**config.mk**
```make
export PLATFORM = sky130hd
export DESIGN_NAME = rgp_phy_end_flat
export DESIGN_NICKNAME = d
export VERILOG_FILES = /design/src/rgp_pkg.sv /design/src/rgp_link_if.sv /design/src/rgp_fifo.sv /design/src/rgp_phy_end.sv /design/src/flat_wrapper.sv
export SDC_FILE = /design/constraint.sdc
export NUM_CORES = 1
export LEC_CHECK = 0
export BUFFER_PORTS_ARGS = -buffer_cell sky130_fd_sc_hd__buf_2
export CORE_MARGIN = 3
export CORE_UTILIZATION = 35
export DETAILED_ROUTE_END_ITERATION = 8
export GPL_ROUTABILITY_DRIVEN = 0
export PLACE_DENSITY_LB_ADDON = 0.08
export SKIP_LAST_GASP = 1
export SLEW_MARGIN = 20
export SYNTH_ARGS = -nofsm -noshare
export SYNTH_HDL_FRONTEND = slang
export SYNTH_HIERARCHICAL = 1
export SYNTH_SLANG_ARGS = --single-unit
```
**constraint.sdc**
```tcl
create_clock -name clk -period 5.4 [get_ports clk]
set_input_delay 0.27 -clock clk [delete_from_list [all_inputs] [get_ports clk]]
set_output_delay 0.27 -clock clk [all_outputs]
set_load 0.01 [all_outputs]
```
**src/rgp_pkg.sv**
```systemverilog
// package of constants and types shared by both ends of the link
`default_nettype none
package rgp_pkg;
  localparam int DATA_W = 8;
  localparam int NIB_W = 4;
  localparam int FIFO_DEPTH = 8;
  // link clock divider: 40 MHz / (2*LINK_HALF) gives the link clock
  localparam int LINK_HALF = 2;
  localparam logic [1:0] LINK_HALF_M1 = 2'h1;
  // aux clock divider half period minus one, in system cycles
  localparam logic [1:0] AUX_HALF_M1 = 2'h1;
  // link speed codes
  typedef enum logic [1:0] {
    RGP_SPD_10 = 2'h0,
    RGP_SPD_100 = 2'h1,
    RGP_SPD_1000 = 2'h2
  } rgp_speed_t;
  // transmit clock rates per speed, in kHz
  localparam int TXCLK_10_KHZ = 2500;
  localparam int TXCLK_100_KHZ = 25000;
  localparam int TXCLK_1000_KHZ = 125000;
  // power states of the device end
  typedef enum logic [1:0] {
    RGP_PWR_DOWN = 2'h0,
    RGP_PWR_UP = 2'h1
  } rgp_power_t;
  // strap reset value: floating strap reads high
  localparam logic OSC_STRAP_DEFAULT = 1'b1;
  // index of the config strap bit enabling the aux clock
  localparam int CFG_AUXCLK_BIT = 0;
  localparam logic [3:0] CFG_STRAP_RESET = 4'h0;
endpackage
`default_nettype wire

```
**src/rgp_link_if.sv**
```systemverilog
// interface carrying the reduced gigabit link between both ends
`default_nettype none
interface rgp_link_if;
  import rgp_pkg::*;
  logic rx_clk;
  logic [NIB_W-1:0] rxd;
  logic rx_ctl;
  logic tx_clk;
  logic [NIB_W-1:0] txd;
  logic tx_ctl;
  modport phy (
    output rx_clk, rxd, rx_ctl,
    input tx_clk, txd, tx_ctl
  );
  modport mac (
    input rx_clk, rxd, rx_ctl,
    output tx_clk, txd, tx_ctl
  );
endinterface
`default_nettype wire

```
**src/rgp_fifo.sv**
```systemverilog
// synchronous valid/ready fifo with parameter width and depth
`default_nettype none
module rgp_fifo #(
  parameter int WIDTH = 9,
  parameter int DEPTH = 8
) (
  // clock and reset
  input wire logic clk,
  input wire logic arst_n,
  // fill side
  input wire logic in_valid,
  output logic in_ready,
  input wire logic [WIDTH-1:0] in_data,
  // drain side
  output logic out_valid,
  input wire logic out_ready,
  output logic [WIDTH-1:0] out_data
);
  localparam int AW = $clog2(DEPTH);
  logic [WIDTH-1:0] mem [DEPTH];
  logic [AW-1:0] wr_ptr;
  logic [AW-1:0] rd_ptr;
  logic [AW:0] count;
  logic [AW:0] next_count;
  logic push;
  logic pop;

  // handshakes against registered flags
  assign push = in_valid && in_ready;
  assign pop = out_valid && out_ready;
  assign next_count = count + (AW+1)'(push) - (AW+1)'(pop);
  assign out_data = mem[rd_ptr];

  // storage write
  always_ff @(posedge clk) begin
    if (push) begin
      mem[wr_ptr] <= in_data;
    end
  end

  // pointers and fill count
  always_ff @(posedge clk or negedge arst_n) begin
    if (!arst_n) begin
      wr_ptr <= '0;
      rd_ptr <= '0;
      count <= '0;
      in_ready <= 1'b1;
      out_valid <= 1'b0;
    end else begin
      if (push) begin
        wr_ptr <= (wr_ptr == AW'(DEPTH-1)) ? '0 : wr_ptr + 1'b1;
      end
      if (pop) begin
        rd_ptr <= (rd_ptr == AW'(DEPTH-1)) ? '0 : rd_ptr + 1'b1;
      end
      count <= next_count;
      in_ready <= (next_count != (AW+1)'(DEPTH)); // full flag from a flop
      out_valid <= (next_count != '0);
    end
  end
endmodule
`default_nettype wire

```
**src/rgp_phy_end.sv**
```systemverilog
// phy end: launches receive nibbles, captures transmit nibbles
// What this block does
// low rx nibble rising, high falling
// rx clock from recovered clock, data on rise
// rx control at rise is data valid
// rx control at fall encodes error
// tx nibbles captured rise low, fall high
// mac supplies a fixed 10 MHz tx clock, 40 MHz / (2*LINK_HALF)
// tx control at rise is enable
// tx control at fall encodes error
// soft reset low powers device down
// sticky state survives soft reset
// oscillator strap latched at hard reset release
// strap pin becomes clock output afterwards
// config strap enables clock output
// clock output idle during hard reset
// disabled clock output held low
// hard reset powers down, resets all state but the strap synchroniser and the fifo storage
// falling edge value is flag xor error
`default_nettype none
module rgp_phy_end
  import rgp_pkg::*;
#(
  parameter int FDEPTH = FIFO_DEPTH
) (
  // clock and hard reset
  input wire logic clk,
  input wire logic arst_n,
  // link
  rgp_link_if.phy link,
  // media side receive bytes toward the mac
  input wire logic media_valid,
  output logic media_ready,
  input wire logic [DATA_W-1:0] media_data,
  input wire logic media_err,
  // media side transmit bytes from the mac
  output logic tx_valid,
  output logic [DATA_W-1:0] tx_data,
  output logic tx_err,
  // resets, straps and auxiliary clock pin
  input wire logic soft_reset_n,
  input wire logic [3:0] config_strap_pins,
  input wire logic osc_strap_in,
  output logic osc_strap_out,
  output logic osc_strap_oe_n,
  output logic oscillator_enable_strap,
  output logic powered_up,
  output logic sticky_frame_seen
);
  typedef enum logic [1:0] {
    ST_STRAP = 2'h0,
    ST_AUX_CLOCK_OUTPUT = 2'h1
  } rgp_pin_t;

  logic sr_s1, sr_s2;
  logic os_s1, os_s2;
  logic [3:0] cfg_s1, cfg_s2;
  rgp_pin_t pin_st;
  logic [1:0] rdiv;
  logic rclk;
  logic fo_valid;
  logic fo_ready;
  logic [DATA_W:0] fo_data;
  logic [NIB_W-1:0] rxd_q;
  logic rxctl_q;
  logic rx_err_q;
  logic [NIB_W-1:0] rx_hi_q;
  logic [2:0] tclk_s;
  logic [NIB_W-1:0] txd_s1, txd_s2;
  logic tctl_s1, tctl_s2;
  logic [NIB_W-1:0] lo_nib;
  logic en_q;
  logic [1:0] adiv;
  logic aux;

  // pins from outside pass two flops
  always_ff @(posedge clk or negedge arst_n) begin
    if (!arst_n) begin
      sr_s1 <= 1'b0;
      sr_s2 <= 1'b0;
      cfg_s1 <= CFG_STRAP_RESET;
      cfg_s2 <= CFG_STRAP_RESET;
    end else begin
      sr_s1 <= soft_reset_n;
      sr_s2 <= sr_s1;
      cfg_s1 <= config_strap_pins;
      cfg_s2 <= cfg_s1;
    end
  end

  // strap synchroniser runs through hard reset, pin value ready at release
  always_ff @(posedge clk) begin
    os_s1 <= osc_strap_in;
    os_s2 <= os_s1;
  end

  // power state follows soft reset
  always_ff @(posedge clk or negedge arst_n) begin
    if (!arst_n) begin
      powered_up <= 1'b0;
    end else begin
      powered_up <= sr_s2;
    end
  end

  // strap capture after hard reset release, then pin turns
  always_ff @(posedge clk or negedge arst_n) begin
    if (!arst_n) begin
      pin_st <= ST_STRAP;
      oscillator_enable_strap <= OSC_STRAP_DEFAULT;
    end else begin
      unique case (pin_st)
        ST_STRAP: begin
          oscillator_enable_strap <= os_s2;
          pin_st <= ST_AUX_CLOCK_OUTPUT;
        end
        ST_AUX_CLOCK_OUTPUT: begin
          pin_st <= ST_AUX_CLOCK_OUTPUT;
        end
        default: begin
          pin_st <= ST_STRAP;
        end
      endcase
    end
  end

  // sticky status kept through soft reset
  always_ff @(posedge clk or negedge arst_n) begin
    if (!arst_n) begin
      sticky_frame_seen <= 1'b0;
    end else if (tx_valid) begin
      sticky_frame_seen <= 1'b1;
    end
  end

  // auxiliary clock output and its enable
  always_ff @(posedge clk or negedge arst_n) begin
    if (!arst_n) begin
      adiv <= '0;
      aux <= 1'b0;
      osc_strap_out <= 1'b0;
      osc_strap_oe_n <= 1'b1;
    end else begin
      adiv <= (adiv == AUX_HALF_M1) ? '0 : adiv + 2'h1;
      if (adiv == AUX_HALF_M1) begin
        aux <= ~aux;
      end
      osc_strap_oe_n <= (pin_st != ST_AUX_CLOCK_OUTPUT);
      if (pin_st == ST_AUX_CLOCK_OUTPUT && cfg_s2[CFG_AUXCLK_BIT]) begin
        osc_strap_out <= aux;
      end else begin
        osc_strap_out <= 1'b0;
      end
    end
  end

  // receive bytes buffered before the link
  rgp_fifo #(.WIDTH(DATA_W+1), .DEPTH(FDEPTH)) u_fifo (
    .clk(clk),
    .arst_n(arst_n),
    .in_valid(media_valid),
    .in_ready(media_ready),
    .in_data({media_err, media_data}),
    .out_valid(fo_valid),
    .out_ready(fo_ready),
    .out_data(fo_data)
  );

  // recovered receive clock, stopped while powered down
  always_ff @(posedge clk or negedge arst_n) begin
    if (!arst_n) begin
      rdiv <= '0;
      rclk <= 1'b0;
    end else if (!powered_up && !rclk) begin
      rdiv <= '0; // parks as soon as rclk is low, a high half runs to its end
      rclk <= 1'b0;
    end else if (rdiv == LINK_HALF_M1) begin
      rdiv <= '0;
      rclk <= ~rclk;
    end else begin
      rdiv <= rdiv + 2'h1;
    end
  end
  assign fo_ready = powered_up && (rdiv == LINK_HALF_M1) && !rclk;

  // receive nibble launch
  always_ff @(posedge clk or negedge arst_n) begin
    if (!arst_n) begin
      rxd_q <= '0;
      rxctl_q <= 1'b0;
      rx_err_q <= 1'b0;
      rx_hi_q <= '0;
      link.rx_clk <= 1'b0;
    end else begin
      link.rx_clk <= rclk;
      if (fo_ready) begin
        rxd_q <= fo_valid ? fo_data[NIB_W-1:0] : '0;
        rxctl_q <= fo_valid;
        rx_err_q <= fo_valid && fo_data[DATA_W];
        rx_hi_q <= fo_valid ? fo_data[DATA_W-1:NIB_W] : '0;
      end else if (rdiv == LINK_HALF_M1 && rclk) begin
        rxd_q <= rx_hi_q;
        rxctl_q <= rxctl_q ^ rx_err_q;
      end
    end
  end
  assign link.rxd = rxd_q;
  assign link.rx_ctl = rxctl_q;

  // transmit pins pass two flops
  always_ff @(posedge clk or negedge arst_n) begin
    if (!arst_n) begin
      tclk_s <= '0;
      txd_s1 <= '0;
      txd_s2 <= '0;
      tctl_s1 <= 1'b0;
      tctl_s2 <= 1'b0;
    end else begin
      tclk_s <= {tclk_s[1:0], link.tx_clk};
      txd_s1 <= link.txd;
      txd_s2 <= txd_s1;
      tctl_s1 <= link.tx_ctl;
      tctl_s2 <= tctl_s1;
    end
  end

  // transmit capture at synchronised edges
  always_ff @(posedge clk or negedge arst_n) begin
    if (!arst_n) begin
      lo_nib <= '0;
      en_q <= 1'b0;
      tx_valid <= 1'b0;
      tx_data <= '0;
      tx_err <= 1'b0;
    end else begin
      tx_valid <= 1'b0;
      if (tclk_s[1] && !tclk_s[2]) begin
        lo_nib <= txd_s2;
        en_q <= tctl_s2;
      end else if (!tclk_s[1] && tclk_s[2]) begin
        tx_valid <= en_q && powered_up;
        tx_data <= {txd_s2, lo_nib};
        tx_err <= en_q && (en_q ^ tctl_s2);
      end
    end
  end
endmodule
`default_nettype wire

```
**src/flat_wrapper.sv**
```systemverilog
// flat-port wrapper written by rule: the top's interface ports become plain ports
module rgp_phy_end_flat import rgp_pkg::*;
#(
  parameter int FDEPTH = FIFO_DEPTH
)
  (clk, arst_n, media_valid, media_ready, media_data, media_err, tx_valid, tx_data, tx_err, soft_reset_n, config_strap_pins, osc_strap_in, osc_strap_out, osc_strap_oe_n, oscillator_enable_strap, powered_up, sticky_frame_seen, link_rx_clk, link_rxd, link_rx_ctl, link_tx_clk, link_txd, link_tx_ctl);
  rgp_link_if link_i ();
  input wire logic clk;
  input wire logic arst_n;
  input wire logic media_valid;
  output logic media_ready;
  input wire logic [DATA_W-1:0] media_data;
  input wire logic media_err;
  output logic tx_valid;
  output logic [DATA_W-1:0] tx_data;
  output logic tx_err;
  input wire logic soft_reset_n;
  input wire logic [3:0] config_strap_pins;
  input wire logic osc_strap_in;
  output logic osc_strap_out;
  output logic osc_strap_oe_n;
  output logic oscillator_enable_strap;
  output logic powered_up;
  output logic sticky_frame_seen;
  output wire logic [$bits(link_i.rx_clk)-1:0] link_rx_clk;
  output wire logic [$bits(link_i.rxd)-1:0] link_rxd;
  output wire logic [$bits(link_i.rx_ctl)-1:0] link_rx_ctl;
  input wire logic [$bits(link_i.tx_clk)-1:0] link_tx_clk;
  input wire logic [$bits(link_i.txd)-1:0] link_txd;
  input wire logic [$bits(link_i.tx_ctl)-1:0] link_tx_ctl;
  assign link_rx_clk = link_i.rx_clk;
  assign link_rxd = link_i.rxd;
  assign link_rx_ctl = link_i.rx_ctl;
  assign link_i.tx_clk = link_tx_clk;
  assign link_i.txd = link_txd;
  assign link_i.tx_ctl = link_tx_ctl;
  rgp_phy_end #(.FDEPTH(FDEPTH)) u_core (.clk(clk), .arst_n(arst_n), .link(link_i), .media_valid(media_valid), .media_ready(media_ready), .media_data(media_data), .media_err(media_err), .tx_valid(tx_valid), .tx_data(tx_data), .tx_err(tx_err), .soft_reset_n(soft_reset_n), .config_strap_pins(config_strap_pins), .osc_strap_in(osc_strap_in), .osc_strap_out(osc_strap_out), .osc_strap_oe_n(osc_strap_oe_n), .oscillator_enable_strap(oscillator_enable_strap), .powered_up(powered_up), .sticky_frame_seen(sticky_frame_seen));
endmodule
```
==> results.tsv, run 1 <==
stage	metric	value	unit
clock_network	cts_max_path_buffers	2	
pwr	p_clk_frac	0.334	
yosys	syn-cell-area	0.00538	mm²
grt	grt_use_total	0.123	
timing	worst_slack	2.66	ns
critical_path	arrival	3.04	ns
timing	rsz0062_at_grt	false	
yosys	synth_area_leader_cell	edfxtp_1	
timing	finalSetupViolCount	0	
clock_network	clock_latency	0.41	ns
yosys	synthCells	292	
status	status	complete, no violations	
clock_network	cts_tree	yes	
yosys	ys_seq_area_frac	0.722	
clock_network	cts_sinks	141	
timing	max_freq	365	MHz
placement	pre_cts_slack	2.64	ns
pwr	p_total	3360	µW
drt	wl_per_cell	17.0	µm
critical_path	path_max_fanout	13	
placement	placed_area	0.00580	mm²
critical_path	cp_cell_sequence	nand4bb_4 -> inv_1 -> nand2_1 -> inv_1 -> ha_1 -> inv_1 -> ha_1 -> inv_1 -> fa_1 -> inv_1 -> nor3_1 -> a21bo_2	
drt	drtPass1Iterations	4	
grt	busiest_layer	met2	
die	core	0.0148	mm²
grt	met1_usage	0.163	
yosys	yosys_most_used_dff	edfxtp_1	
cells_and_area	syn2layout_area_growth	20.3	%
cells_and_area	design_area	0.00647	mm²
timing	fin_setup_tns	0	ns
yosys	synth-async-reset-ratio	0.475	
die	die_h	130	µm
grt	grt_pass1_vias	2702	
flow_run	max-cap-violations	0	
yosys	synth_area_per_cell	18.4	µm²
cells_and_area	drive_gt1_frac	0.304	
pwr	combPwrFrac	0.213	
cells_and_area	seqCellArea	0.00388	mm²
cells_and_area	multi_input_area	0.00142	mm²
worst_hold_path	hp-class	in2async	
die	die_w	130	µm
clock_network	htreeDepth	4	
cells_and_area	antenna_cells	0	
drt	vias	2655	
placement	dp_cells	511	
yosys	synth_top_cells_by_count	edfxtp_1 (72), dfrtp_1 (64), mux2_2 (27)	
critical_path	cp_slowest_stage_delay	0.49	ns
timing	fin_crit	2.74	ns
cells_and_area	nFillCells	1290	
drt	ant_nets	0	
critical_path	required	5.70	ns
yosys	ys_warn_count	6	
yosys	yosysMostFrequentCell	edfxtp_1	
pwr	ir_worst_vdd	0.000234	V
cells_and_area	final_nets	388	
yosys	synth_edf_count	72	
timing	hold_viol	0	
timing	tightest_slew	1.03	ns
placement	io_buffers	42	
critical_path	path_class	reg2reg	
grt	grt_use_met3	0.0446	
timing	finalCritPeriodShare	0.507	
critical_path	critical_path.most_common_cell	inv_1	
die	rows	44	
drt	route.detailed.drc	0	
yosys	yosys.cell_types.count	39	
timing	skew	0.00670	ns
pwr	p_int	2430	µW
drt	via_per_inst	4.81	
grt	use_met2	0.180	
timing	slew_headroom	0.307	
placement	post-dp-hpwl	5.68	mm
yosys	ys_seq_elements	141	
clock_network	clkTransAtPathRegs	0.06	ns
drt	wl	9.38	mm
critical_path	cp-end-kind	flip-flop	
clock_network	cts_inserted_buffers	17	
yosys	yosys-top-cells-area	edfxtp_1 (40%), dfrtp_1 (30%), mux4_1 (8.3%), mux2_2 (5.7%), ha_1 (1.9%)	
critical_path	cp_slowest_cell	fa_1	
grt	antenna_found_initial	0	
die	dieArea	0.0169	mm²
pwr	power.switching_fraction	0.274	
critical_path	start_kind	flip-flop	
yosys	synth_top_area_share	0.402	
die	start_util	0.364	
clock_network	clockRootBuffer	clkbuf_16	
drt	drt_iter0_drc	128	
cells_and_area	final_cells	552	
grt	grt_pass1_wl	14.9	mm
pwr	p_per_area	519	mW/mm²
pwr	seq_power_share	0.453	
pwr	p_leak	0.00258	µW
yosys	syn_nets	325	
die	io_pins	46	
grt	grt_max_degree	68	
pwr	power_switching	921	µW
grt	grt-ovfl-total	0	
timing	maxSlewViolCount	0	
critical path, delay by kind of cell (launching register included):
family	cells	cell delay, ns
and+or+nand+nor	3	0.73
DFF	1	0.42
AOI/OAI and AO/OA	1	0.25
buffers and inverters	5	0.37
adders and majority gates	3	0.85
sequential cells by signal (all words and copies together) (netlist names), 3 cells and up:
name                  flops
u_core/u_fifo/mem        72
u_core/txd_s1             4
u_core/tclk_s             3
u_core/tx_data            8
u_core/txd_s2             4
u_core/u_fifo/rd_ptr      3
u_core/link.rxd           4
u_core/u_fifo/count       4
u_core/rx_hi_q            4
u_core/u_fifo/wr_ptr      3
u_core/lo_nib             4
timing repair:
action,CTS,global route
setup buffers,0,0
hold buffers,9,0
endpoints found under the hold margin,9,0
resized for setup,0,0
setup endpoints to repair,0,0
cell type report:
type,instances,area share
Sequential cell,141,0.601
Timing Repair Buffer,52,0.0476
Multi-Input combinational cell,129,0.219
Clock inverter,6,0.0132
Clock buffer,26,0.0756
Tap cell,184,0.0356
Inverter,14,0.00813
placed cells by master, fill, tap and decap left out, types with 4 or more instances in the layout:
cell,netlist,routed
edfxtp_1,72,72
dfrtp_1,64,63
buf_2,4,42
mux2_2,27,27
clkbuf_16,0,17
mux4_1,17,17
inv_1,14,14
dlygate4sd3_1,0,9
a21oi_1,9,9
ha_1,8,8
nor2_1,7,7
clkbuf_1,1,6
nand2b_1,5,5
nand2_1,5,5
nor2b_1,4,4
a22oi_1,4,4
o21ai_0,4,4
a22o_1,4,4
nor3_2,0,4
cells by family (layout without fill, tap and decap cells):
family	count (synthesis)	in the layout	synth area share
fa+ha+maj	9	9	0.0223
other cells	1	1	0.000697
compound gates	28	28	0.0377
buf+inv	22	98	0.0205
flops	141	141	0.722
mux	45	45	0.144
simple gates	43	43	0.0479
xor+xnor	3	3	0.00489
per-layer routing:
metal | routed length [µm] | up-vias
met2 | 4370 | 53
met3 | 371 | 16
met4 | 173 | 0
met1 | 4470 | 1344
li1 | - | 1242
met5 | 0 | -
worst paths after layout:
kind	slack, ns	startpoint	depth (start not counted)	end
worst max-delay path	2.66	u_core/rclk$_DFFE_PN0P_	12	u_core/u_fifo/out_valid$_DFF_PN0_
worst min-delay path	0.04	arst_n	2	u_core/u_fifo/count[1]$_DFF_PN0_
worst max register to register	2.66	u_core/rclk$_DFFE_PN0P_	12	u_core/u_fifo/out_valid$_DFF_PN0_
worst min register to register	0.32	u_core/os_s1$_DFF_P_	0	u_core/os_s2$_DFF_P_
max in group asynchronous	4.78	arst_n	2	u_core/u_fifo/rd_ptr[0]$_DFFE_PN0P_
min in group clk	0.12	media_data[7]	1	u_core/u_fifo/mem[1][7]$_DFFE_PP_
per-stage QoR:
step | util | hold WS, ns
3_5_place_dp | 0.393 | 0.315
6_report | 0.438 | 0.0429
3_3_place_gp | 0.393 | 0.311
4_1_cts | 0.438 | 0.0735
2_1_floorplan | - | -0.0256
5_1_grt | 0.438 | 0.0914
power by group through the flow:
stage	Sequential [µW]	Combinational (µW)	Clock [µW]
after floorplan	1450	575	0
after detailed placement	1550	723	0
after global routing	1550	807	1210
after CTS	1530	733	1160
final	1520	716	1120
after global placement	1540	714	0
No activity file was read; power rests on OpenSTA's default activity.
==> inputs of run 2 (changes only) <==
==> constraint.sdc (replaced) <==
create_clock -name clk -period 2.8 [get_ports clk]
set_input_delay 0.14 -clock clk [delete_from_list [all_inputs] [get_ports clk]]
set_output_delay 0.14 -clock clk [all_outputs]
set_load 0.01 [all_outputs]
==> results.tsv, run 2 (synthesis gave the netlist of run 1 again) <==
stage	metric	value	unit
clock_network	cts_tree	yes	
cells_and_area	largest_reg_flops	72	
timing	slew_headroom	0.439	
drt	via_per_inst	4.80	
cells_and_area	design_area	0.00665	mm²
flow_run	max-cap-violations	0	
drt	ant_nets	0	
timing	skew	0.0100	ns
placement	placed_area	0.00587	mm²
critical_path	start_kind	flip-flop	
cells_and_area	drive_gt1_frac	0.316	
clock_network	cts_setup_buffers	0	
timing	max_freq	400	MHz
pwr	ir_worst_vdd	0.000461	V
placement	io_buffers	42	
clock_network	clockRootBuffer	clkbuf_16	
cells_and_area	final_nets	409	
clock_network	cts-resized-gates	0	
timing	finalCritPeriodShare	0.893	
critical_path	cp-end-kind	flip-flop	
pwr	p_per_area	995	mW/mm²
cells_and_area	antenna_cells	0	
drt	wl_met2	4.43	mm
timing	finalSetupViolCount	0	
drt	route.detailed.drc	0	
status	status	complete, no violations	
die	io_pins	46	
drt	drt-met1-wl	4.71	mm
drt	wl	9.70	mm
timing	fin_crit	2.50	ns
cells_and_area	regMostFlops	u_core/u_fifo/mem	
cells_and_area	syn2layout_area_growth	23.6	%
clock_network	htreeDepth	4	
worst_hold_path	hp-class	in2reg	
cells_and_area	multi_input_area	0.00139	mm²
cells_and_area	top_regs	u_core/u_fifo/mem: 72 flops, u_core/tx_data: 8 flops	
critical_path	reg2reg_from	u_core/rclk$_DFFE_PN0P_	
clock_network	ctsHoldBuffers	17	
grt	antenna_found_initial	0	
critical_path	arrival	2.81	ns
clock_network	clock_latency	0.42	ns
cells_and_area	final_common_cell	edfxtp_1	
die	dieArea	0.0169	mm²
drt	vias	2749	
worst_hold_path	min_from	media_data[1]	
cells_and_area	seqCellArea	0.00388	mm²
drt	drt_iter0_drc	184	
critical_path	path_class	reg2reg	
clock_network	cts_sinks	141	
die	die_w	130	µm
pwr	p_leak	0.00269	µW
critical_path	startpoint	u_core/rclk$_DFFE_PN0P_	
grt	grt_max_degree	33	
timing	hold_viol	0	
cells_and_area	nFillCells	1308	
critical_path	required	3.11	ns
grt	grt_pass1_vias	2850	
drt	maxUsedRoutingLayer	met4	
timing	fin_setup_tns	0	ns
clock_network	cts_inserted_buffers	17	
die	die_h	130	µm
grt	grt_pass1_wl	15.8	mm
placement	dp_cells	524	
timing	tightest_slew	0.841	ns
drt	met3_length	384	µm
drt	wl_per_cell	16.9	µm
timing	holdWs	0.0368	ns
clock_network	clkTransAtPathRegs	0.06	ns
timing	rsz0062_at_grt	false	
critical_path	path_max_fanout	6	
die	rows	44	
clock_network	cts_max_path_buffers	2	
grt	grt_use_total	0.129	
placement	post-dp-hpwl	6.04	mm
die	core	0.0148	mm²
cells_and_area	layout_common_cells	edfxtp_1 (72), dfrtp_1 (64), buf_2 (42)	
timing	maxSlewViolCount	0	
drt	drtPass1Iterations	4	
cells_and_area	final_cells	573	
grt	grt-ovfl-total	0	
die	start_util	0.364	
==> run 2: cell count changes in the layout (fill, tap and decap cells not counted), moves of 4 or more <==
cell	delta
buf_4	+13
dlygate4sd3_1	+8
clkbuf_1	-4
nor3_1	+4
nor3_2	-4
==> run 2: metrics by stage <==
| step | utilization | power (µW) | setup slack (ns) |
|---|---|---|---|
| after floorplan | - | 3900 | 0.312 |
| after global placement | 0.398 | 4380 | 0.319 |
| after detailed placement | 0.398 | 4410 | 0.275 |
| after CTS | 0.450 | 6720 | 0.275 |
| after global routing | 0.450 | 7000 | 0.125 |
| final | 0.450 | 6610 | 0.301 |
==> run 2: layout make-up <==
| type | count | share of cell area |
|---|---|---|
| Inverter | 14 | 0.00791 |
| Clock inverter | 9 | 0.0158 |
| Sequential cell | 141 | 0.584 |
| Multi-Input combinational cell | 129 | 0.209 |
| Timing Repair Buffer | 73 | 0.0731 |
| Tap cell | 184 | 0.0346 |
| Clock buffer | 23 | 0.0751 |
==> run 2: routing by layer <==
metal  GRT usage  vias up
li1            -     1288
met2       0.190       49
met5           0        -
met1       0.174     1398
met4      0.0623        0
met3      0.0409       14
==> run 2: power by group <==
| part | internal [µW] | switching (µW) | leakage [µW] | total [µW] |
|---|---|---|---|---|
| registers | 2570 | 269 | 0.00146 | 2840 |
| logic | 784 | 726 | 0.000932 | 1510 |
| clock network | 1430 | 831 | 0.000297 | 2270 |
| total | 4790 | 1830 | 0.00269 | 6610 |
==> run 2: worst paths after layout <==
path                            slack [ns]  cells past startpoint                                    endpoint
worst max-delay path                  0.30                     12           u_core/u_fifo/out_valid$_DFF_PN0_
min in group asynchronous             0.32                      2            u_core/u_fifo/count[1]$_DFF_PN0_
worst min-delay path                  0.04                      1           u_core/u_fifo/mem[1][1]$_DFFE_PP_
worst min register to register        0.33                      0                        u_core/os_s2$_DFF_P_
worst max register to register        0.30                     12           u_core/u_fifo/out_valid$_DFF_PN0_
max in group asynchronous             1.62                      3  u_core/oscillator_enable_strap$_DFFE_PN1N_
==> run 2: worst max-delay path, cell delays in order, from the launching register on <==
cell,delay [ns]
dfrtp_1,0.43
nand4bb_4,0.25
inv_1,0.06
nand2_1,0.12
inv_1,0.08
ha_1,0.22
inv_1,0.06
ha_1,0.14
inv_1,0.05
fa_1,0.47
inv_1,0.05
nor3_1,0.22
a21bo_2,0.25
